`src/design/mcw_pkg.sv`:
```
/*
  Shared constants for the memory interconnect write and vector partner:
  timing counts at the 25 MHz core clock, widths and state encodings.
  Assumes a single clock domain with all pins synchronous to it.
*/
package mcw_pkg;
  localparam int CLK_PERIOD_NS = 40;
  localparam int ADDR_W = 22;
  localparam int DATA_W = 16;
  // latest times round down to whole cycles, never below one
  localparam int SEL_MAX_NS = 45;
  localparam int SEL_MAX_CYC = (SEL_MAX_NS / CLK_PERIOD_NS) < 1 ? 1 : SEL_MAX_NS / CLK_PERIOD_NS;
  localparam int HIT_MAX_NS = 100;
  localparam int HIT_MAX_CYC = (HIT_MAX_NS / CLK_PERIOD_NS) < 1 ? 1 : HIT_MAX_NS / CLK_PERIOD_NS;
  localparam int BUF_FULL_MAX_NS = 50;
  localparam int BUF_FULL_MAX_CYC =
    (BUF_FULL_MAX_NS / CLK_PERIOD_NS) < 1 ? 1 : BUF_FULL_MAX_NS / CLK_PERIOD_NS;
  localparam int REPLY_NEG_MAX_NS = 300;
  localparam int REPLY_NEG_MAX_CYC =
    (REPLY_NEG_MAX_NS / CLK_PERIOD_NS) < 1 ? 1 : REPLY_NEG_MAX_NS / CLK_PERIOD_NS;
  localparam int VEC_MAX_NS = 75;
  localparam int VEC_MAX_CYC = (VEC_MAX_NS / CLK_PERIOD_NS) < 1 ? 1 : VEC_MAX_NS / CLK_PERIOD_NS;
  // least time rounds up
  localparam int PWR_HOLD_MS = 2;
  localparam int PWR_HOLD_CYC = (PWR_HOLD_MS * 1000000 + CLK_PERIOD_NS - 1) / CLK_PERIOD_NS;
  localparam int BUF_BUSY_CYC = 2;
  // address windows of the two responders
  localparam logic [21:0] MEM_BASE = 22'h000000;
  localparam logic [21:0] MEM_LIMIT = 22'h0FFFFF;
  localparam logic [21:0] LEGACY_BASE = 22'h100000;
  localparam logic [21:0] LEGACY_LIMIT = 22'h3BFFFF;
  localparam logic [3:0] REPLY_CNT_MAX = 4'(REPLY_NEG_MAX_CYC);
  localparam logic [3:0] BUSY_CNT_INIT = 4'(BUF_BUSY_CYC);

  typedef enum logic [4:0] {
    W_IDLE = 5'h01,
    W_ADDR = 5'h02,
    W_CYC = 5'h04,
    W_FULL = 5'h08,
    W_END = 5'h10
  } mcw_wstate_t;

  typedef enum logic [2:0] {
    V_IDLE = 3'h1,
    V_SERVE = 3'h2,
    V_DONE = 3'h4
  } mcw_vstate_t;
endpackage : mcw_pkg

```
`src/design/mcw_partner.sv`:
```
/*
  Partner end of the memory interconnect: memory slave and legacy bus adapter
  for word and byte write cycles, vector transfer from a legacy requester,
  and power_ok hold-off on ac_low.
  Assumes one 25 MHz clock, pins synchronous to it, the processor as master.
*/
`timescale 1ns/1ns
module mcw_partner #(
  parameter int PWR_HOLD = mcw_pkg::PWR_HOLD_CYC
) (
  input wire logic core_clk_in,
  input wire logic sys_rst_in,
  input wire logic native_bus_mode_in,
  input wire logic adapter_master_in,
  input wire logic [21:0] addr_data_lines_in,
  input wire logic io_page_select_in,
  input wire logic write_byte_ctl_in,
  input wire logic byte_xfer_in,
  input wire logic cycle_active_in,
  input wire logic write_strobe_in,
  input wire logic data_in_strobe_in,
  input wire logic int_ack_out_in,
  input wire logic vector_present_in,
  input wire logic legacy_bus_busy_in,
  input wire logic [15:0] legacy_vector_in,
  input wire logic ac_low_in,
  output logic slave_select_out,
  output logic bridge_memory_hit_out,
  output logic hit_captured_out,
  output logic slave_buffer_full_out,
  output logic reply_out,
  output logic [21:0] addr_data_lines_out,
  output logic addr_data_lines_oe_out,
  output logic legacy_slave_sync_out,
  output logic power_ok_out,
  output logic wr_valid_out,
  output logic [21:0] wr_addr_out,
  output logic [15:0] wr_data_out,
  output logic wr_byte_out
);
  localparam int PW = $clog2(PWR_HOLD + 1);

  function automatic logic in_window(input logic [21:0] a, input logic [21:0] lo,
                                     input logic [21:0] hi);
    in_window = (a >= lo) && (a <= hi);
  endfunction : in_window

  ////////////////////////////////////////////////////////////////////////////
  // write cycle responder
  mcw_pkg::mcw_wstate_t wstate, next_wstate;
  mcw_pkg::mcw_vstate_t vstate, next_vstate;
  logic next_sel, next_hit, next_hit_cap, next_full, next_reply, next_wr_valid, next_wr_byte;
  logic [21:0] next_wr_addr;
  logic [15:0] next_wr_data;
  logic [3:0] busy_cnt, next_busy_cnt, reply_cnt, next_reply_cnt;
  logic is_mem, is_legacy;

  always_comb begin
    is_mem = in_window(addr_data_lines_in, mcw_pkg::MEM_BASE, mcw_pkg::MEM_LIMIT);
    is_legacy = !is_mem &&
                in_window(addr_data_lines_in, mcw_pkg::LEGACY_BASE, mcw_pkg::LEGACY_LIMIT);
    next_wstate = wstate;
    next_sel = slave_select_out;
    next_hit = bridge_memory_hit_out;
    next_hit_cap = hit_captured_out;
    next_full = slave_buffer_full_out;
    next_wr_valid = 1'b0;
    next_wr_addr = wr_addr_out;
    next_wr_data = wr_data_out;
    next_wr_byte = wr_byte_out;
    next_busy_cnt = busy_cnt;
    case (wstate)
      mcw_pkg::W_IDLE: begin
        // decode one cycle after the address appears
        if (io_page_select_in && !cycle_active_in) begin
          next_sel = is_mem;
          next_hit = is_legacy;
          next_wr_addr = addr_data_lines_in;
          next_wr_byte = byte_xfer_in && write_byte_ctl_in;
          next_wstate = mcw_pkg::W_ADDR;
        end
      end
      mcw_pkg::W_ADDR: begin
        if (cycle_active_in) begin
          next_hit_cap = bridge_memory_hit_out;
          if (adapter_master_in && !slave_select_out && bridge_memory_hit_out) begin
            next_wstate = mcw_pkg::W_END;
          end else begin
            next_wstate = mcw_pkg::W_CYC;
          end
        end else if (!io_page_select_in) begin
          next_sel = 1'b0;
          next_hit = 1'b0;
          next_wstate = mcw_pkg::W_IDLE;
        end
      end
      mcw_pkg::W_CYC: begin
        if (write_strobe_in) begin
          // data is stable on the strobe edge, so take it here
          next_wr_data = addr_data_lines_in[15:0];
          next_wr_valid = 1'b1;
          next_full = 1'b1;
          next_busy_cnt = mcw_pkg::BUSY_CNT_INIT;
          next_wstate = mcw_pkg::W_FULL;
        end else if (!cycle_active_in) begin
          next_wstate = mcw_pkg::W_END;
        end
      end
      mcw_pkg::W_FULL: begin
        if (busy_cnt != 4'h0) begin
          next_busy_cnt = busy_cnt - 4'h1;
        end else begin
          next_full = 1'b0;
        end
        if (!cycle_active_in && busy_cnt == 4'h0) begin
          next_wstate = mcw_pkg::W_END;
        end
      end
      mcw_pkg::W_END: begin
        next_sel = 1'b0;
        next_hit = 1'b0;
        if (!cycle_active_in && !io_page_select_in) begin
          next_wstate = mcw_pkg::W_IDLE;
        end
      end
      default: next_wstate = mcw_pkg::W_IDLE;
    endcase
    // one reply flop serves both the write cycle and the vector transfer
    next_reply_cnt = 4'h0;
    next_reply = 1'b0;
    if (next_vstate == mcw_pkg::V_SERVE) begin
      next_reply = 1'b1;
    end else if (native_bus_mode_in && cycle_active_in &&
                 (next_wstate == mcw_pkg::W_CYC || next_wstate == mcw_pkg::W_FULL)) begin
      // forced down before the limit even if the master lingers
      next_reply = reply_cnt < mcw_pkg::REPLY_CNT_MAX;
      next_reply_cnt = (reply_cnt < mcw_pkg::REPLY_CNT_MAX) ? reply_cnt + 4'h1 : reply_cnt;
    end
  end

  always_ff @(posedge core_clk_in) begin
    if (sys_rst_in) begin
      wstate <= mcw_pkg::W_IDLE;
      slave_select_out <= 1'b0;
      bridge_memory_hit_out <= 1'b0;
      hit_captured_out <= 1'b0;
      slave_buffer_full_out <= 1'b0;
      reply_out <= 1'b0;
      reply_cnt <= 4'h0;
      busy_cnt <= 4'h0;
      wr_valid_out <= 1'b0;
      wr_addr_out <= 22'h000000;
      wr_data_out <= 16'h0000;
      wr_byte_out <= 1'b0;
    end else begin
      wstate <= next_wstate;
      slave_select_out <= next_sel;
      bridge_memory_hit_out <= next_hit;
      hit_captured_out <= next_hit_cap;
      slave_buffer_full_out <= next_full;
      reply_out <= next_reply;
      reply_cnt <= next_reply_cnt;
      busy_cnt <= next_busy_cnt;
      wr_valid_out <= next_wr_valid;
      wr_addr_out <= next_wr_addr;
      wr_data_out <= next_wr_data;
      wr_byte_out <= next_wr_byte;
    end
  end

  ////////////////////////////////////////////////////////////////////////////
  // vector transfer
  logic next_sync, next_oe;
  logic [21:0] next_lines;

  always_comb begin
    next_vstate = vstate;
    next_sync = legacy_slave_sync_out;
    next_oe = addr_data_lines_oe_out;
    next_lines = addr_data_lines_out;
    case (vstate)
      mcw_pkg::V_IDLE: begin
        // requester already owns the legacy bus and has its vector up
        if (vector_present_in && legacy_bus_busy_in && int_ack_out_in && data_in_strobe_in) begin
          next_lines = {6'h00, legacy_vector_in};
          next_oe = 1'b1;
          next_sync = 1'b1;
          next_vstate = mcw_pkg::V_SERVE;
        end
      end
      mcw_pkg::V_SERVE: begin
        if (!vector_present_in) begin
          next_sync = 1'b0;
        end
        if (!int_ack_out_in) begin
          next_oe = 1'b0;
          next_vstate = mcw_pkg::V_DONE;
        end
      end
      mcw_pkg::V_DONE: begin
        if (!vector_present_in) begin
          next_sync = 1'b0;
        end
        if (!vector_present_in && !legacy_bus_busy_in && !int_ack_out_in) begin
          next_vstate = mcw_pkg::V_IDLE;
        end
      end
      default: next_vstate = mcw_pkg::V_IDLE;
    endcase
  end

  always_ff @(posedge core_clk_in) begin
    if (sys_rst_in) begin
      vstate <= mcw_pkg::V_IDLE;
      legacy_slave_sync_out <= 1'b0;
      addr_data_lines_oe_out <= 1'b0;
      addr_data_lines_out <= 22'h000000;
    end else begin
      vstate <= next_vstate;
      legacy_slave_sync_out <= next_sync;
      addr_data_lines_oe_out <= next_oe;
      addr_data_lines_out <= next_lines;
    end
  end

  ////////////////////////////////////////////////////////////////////////////
  // power_ok hold-off
  logic [PW-1:0] pwr_cnt, next_pwr_cnt;
  logic next_pok;

  always_comb begin
    next_pwr_cnt = '0;
    next_pok = 1'b1;
    if (ac_low_in) begin
      // software gets the full hold time before power_ok falls
      if (pwr_cnt < PW'(PWR_HOLD)) begin
        next_pwr_cnt = pwr_cnt + PW'(1);
      end else begin
        next_pwr_cnt = pwr_cnt;
        next_pok = 1'b0;
      end
    end
  end

  always_ff @(posedge core_clk_in) begin
    if (sys_rst_in) begin
      pwr_cnt <= '0;
      power_ok_out <= 1'b1;
    end else begin
      pwr_cnt <= next_pwr_cnt;
      power_ok_out <= next_pok;
    end
  end

  logic [PW-1:0] ac_run;
  always_ff @(posedge core_clk_in) begin
    if (sys_rst_in || !ac_low_in) begin
      ac_run <= '0;
    end else if (ac_run < PW'(PWR_HOLD)) begin
      ac_run <= ac_run + PW'(1);
    end
  end
endmodule : mcw_partner

```
`config.mk`:
```
export PLATFORM = sky130hd
export DESIGN_NAME = mcw_partner
export DESIGN_NICKNAME = d
export VERILOG_FILES = /design/src/design/mcw_pkg.sv /design/src/design/mcw_partner.sv
export SDC_FILE = /design/constraint.sdc
export NUM_CORES = 1
export LEC_CHECK = 0
export ABC_AREA = 1
export BUFFER_PORTS_ARGS = -buffer_cell sky130_fd_sc_hd__buf_2
export CAP_MARGIN = 20
export CORE_ASPECT_RATIO = 1.4
export CORE_MARGIN = 2
export CORE_UTILIZATION = 51
export DETAILED_ROUTE_END_ITERATION = 12
export HOLD_SLACK_MARGIN = 0.03
export PLACE_DENSITY = 0.79
export SLEW_MARGIN = 25
export SYNTH_ARGS = -nofsm -noshare
export SYNTH_HDL_FRONTEND = slang
export SYNTH_SLANG_ARGS = --single-unit
```
`constraint.sdc`:
```
create_clock -name core_clk_in -period 1.5 [get_ports core_clk_in]
set_input_delay 0.3 -clock core_clk_in [delete_from_list [all_inputs] [get_ports core_clk_in]]
set_output_delay 0.3 -clock core_clk_in [all_outputs]
set_load 0.01 [all_outputs]
```
==> metrics.md <==
| Metric | Value |
|---|---|
| Status | finished clean |
| Fraction of registers with async set/reset | 0% |
| Worst hold path class | primary input to flip-flop |
| Initial antenna violation count | 0 |
| FF-to-FF Start | wstate[2] |
| Seq cells post-synth | 96 |
| First DRT Iteration DRCs | roughly 180 |
| Setup_tns | 0 ps |
| Post-DRT Antenna Nets | 0 |
| Fin Clk Skew | between 10 and 15 ps |
| Required @ worst endpoint | about 1800 ps |
| Number of buffers created by CTS | 9 |
| Core Rows | 38 |
| Final Hold Violating Endpoints | 0 |
| Syn. warnings | 0 |
| Mean Syn Cell Area | just under 8 um2 |
| CP delay by family, top | simple AND/OR/NAND/NOR gates |
| Reg clk slew, reported paths | around 90 ps |
| Cell variety after synth | 36 |
| Input/output buffers | ~120 |
| Initial core utilization | 52.1% |
| Non-Filler Instances | around 740 |
| Setup ws final | around 93 ps |
| P&R area growth vs syn | 23.4% |
| Die area | about 0.0086 mm2 |
| Post-synth EDFFs | 0 |
| GRT Resource Usage Total | about 23% |
| CORE AREA | between 0.007 and 0.008 mm2 |
| Fraction of layout cells with a size suffix above 1 | 30.9% |
| Number of global-route vias before repair | around 3600 |
| Startpoint types | flip-flop |
| Final wirelength | 9510 um |
| Leakage dissipation | around 2.3 nW |
| HPWL Detailed | 7040 um |
| Max Clk Rate | 0.711 GHz |
| Aggregate global routing overflow | 0 |
| Clock Tree Root | clkbuf_8 |
| Pre-CTS WS | around 88 ps |
| Total clock sinks | 96 |
| CP max-delay cell | dfxtp_2 |
| Die W | 79 um |
| Mean number of vias per cell | 5.07 |
| CP Capture Type | flip-flop |
| Largest net degree at the start of global routing | 20 |
| First-pass GRT wire length | around 16000 um |
| Crit. Startpoint | wstate[2] |
| Power Density | between 1000 and 1500 mW/mm2 |
| Total number of vias | around 3800 |
| Final min period | approximately 1400 ps |
| Cts hold-fix bufs | 0 |
| DRC errors left | 0 |
| Crit Path Max Fanout | 16 |
| Worst-Skew Late Latency | between 300 and 400 ps |
| Buf/Inv on CP | 1 |
| Fin nets | roughly 690 |
| Min-delay src | addr_data_lines_in[17] |
| Ant diodes | 0 |
| WP data arrival | 1700 ps |
| Die Y | ~110 um |
| Final Setup Violations | 0 |
| Crit share post-route | 93.8% |
| Peak VDD IR | 0.815 mV |
| Peak per-stage delay on the critical path | between 300 and 400 ps |
| Placed instance count | 727 |
| Syn Inst Count | about 520 |
| Synth Cell Area | approximately 0.0040 mm2 |
| Sequential element share of the synthesized area | 47.9% |
| Crit Path Class | flip-flop to flip-flop |
| I/O pin count | around 120 |
| Maximum clock path buffer count | 2 |
| H-tree levels | 3 |
| Drt pass-1 iters | 4 |
| Cell mode on critical path | nor2_4 |
| Wire per inst | approximately 13 um |
| TritonCTS clock tree | yes |
| Max-Cap Viols | 0 |
| Pins over their slew limit | 0 |
| Final GP Congestion | about 0.89 |
| Most common flop cell mapped by yosys | dfxtp_1 |
| Crit path cell chain | nor2_4 > nand3_2 > nor2_4 > buf_6 > o21ai_1 > a21oi_1 |
[cells in the mapped netlist (5+ instances only)]
cell type  count  share of area, %
nor2_1       100               9.3
dfxtp_1       96                48
nand2_1       75               7.0
o21ai_0       41               5.1
a21oi_1       33               4.1
inv_1         33               3.1
nand3_1       22               2.7
o21ai_1       14               1.7
a22o_1        11               2.4
inv_2         11               1.0
buf_4          8               1.5
nor3_1         8               1.0
nand4_1        7               1.1
nor2_2         7               1.1
buf_6          6               1.7
clkbuf_1       6              0.56
nand2_2        6              0.93
xor2_1         5               1.1
[logic make-up (layout without fill, tap and decap cells)]
kind of cell,Yosys count,in the layout,share of synthesized area (%)
adders and majority gates,3,3,0.935
AOI/OAI and AO/OA,105,105,14.5
and+or+nand+nor,238,238,26.6
DFF,96,96,47.9
muxes,1,1,0.249
xor gates and xnor gates,7,7,1.53
buffers and inverters,67,188,8.19
other,1,6,0.0934
[per-layer routing]
metal | vias to the layer above | wire length (um) | global-route usage, %
met5 | - | 0 | 0
met4 | 0 | 198 | 9.85
met3 | 17 | 690 | 7.45
met2 | 102 | 4600 | 37.4
met1 | 1741 | 4020 | 26.6
li1 | 1915 | - | -
[layout make-up]
type	count	area, um2
multi-input cells	360	1830
repair buffers	128	681
well taps	100	125
clock inverters	4	76.3
flip-flops and latches	96	1930
fillers	672	2750
clock buffers	12	145
inverters	44	168
[metrics by stage]
| step | utilization, % | hold WS, ps | power, mW | cell area (um2) |
|---|---|---|---|---|
| 6_report | 64.3 | 150 | 5.05 | 4960 |
| 5_1_grt | 64.3 | 141 | 5.25 | 4960 |
| 4_1_cts | 63.4 | 136 | 5.08 | 4880 |
| 3_5_place_dp | 60.5 | 447 | 3.22 | 4660 |
| 2_1_floorplan | - | 384 | 3.02 | 4040 |
| 3_3_place_gp | 60.5 | 440 | 3.21 | 4660 |
[layout by cell type (no fill, tap or decap), drive strengths merged, types with 5 or more instances in the layout]
cell / n
nor3: 9
nand4: 8
a21oi: 34
nand3: 27
conb: 6
nor2: 111
inv: 45
nand2: 81
o21ai: 55
xor2: 5
buf: 128
a22o: 11
dfxtp: 96
clkbuf: 12
[final timing paths]
check	to	slack (ps)	cells after the start
worst max-delay path	wr_addr_out[2]	90	6
worst min-delay path	wr_addr_out[17]	150	3
worst max register to register	wr_addr_out[2]	90	6
worst min register to register	wr_data_out[3]	460	2
[report_power, final]
| part | total, mW | switching [mW] | internal, mW |
|---|---|---|---|
| clock | 1.87 | 0.882 | 0.992 |
| sequential | 2.68 | 0.0499 | 2.63 |
| combinational | 0.497 | 0.300 | 0.197 |
| total | 5.05 | 1.23 | 3.82 |
[registers in the layout, indices dropped and copies added, names as in the netlist]
register / flops
wr_byte_out: 1
reply_out: 1
vstate: 3
wr_data_out: 16
legacy_slave_sync_out: 1
wr_valid_out: 1
bridge_memory_hit_out: 1
hit_captured_out: 1
slave_buffer_full_out: 1
busy_cnt: 4
wstate: 5
wr_addr_out: 22
addr_data_lines_oe_out: 1
reply_cnt: 4
pwr_cnt: 16
slave_select_out: 1
power_ok_out: 1
addr_data_lines_out: 16
[worst reg2reg max path: stages (launching register included)]
cell,delay (ps)
dfxtp_2,360
nor2_4,190
nand3_2,140
nor2_4,220
buf_6,200
o21ai_1,80
a21oi_1,140
[repair_timing]
action                                  4_1_cts  5_1_grt
setup buffers                                 0        1
gates resized for setup                       0       26
endpoints found under the setup margin        0       40
(Power assumes the default switching activity.)
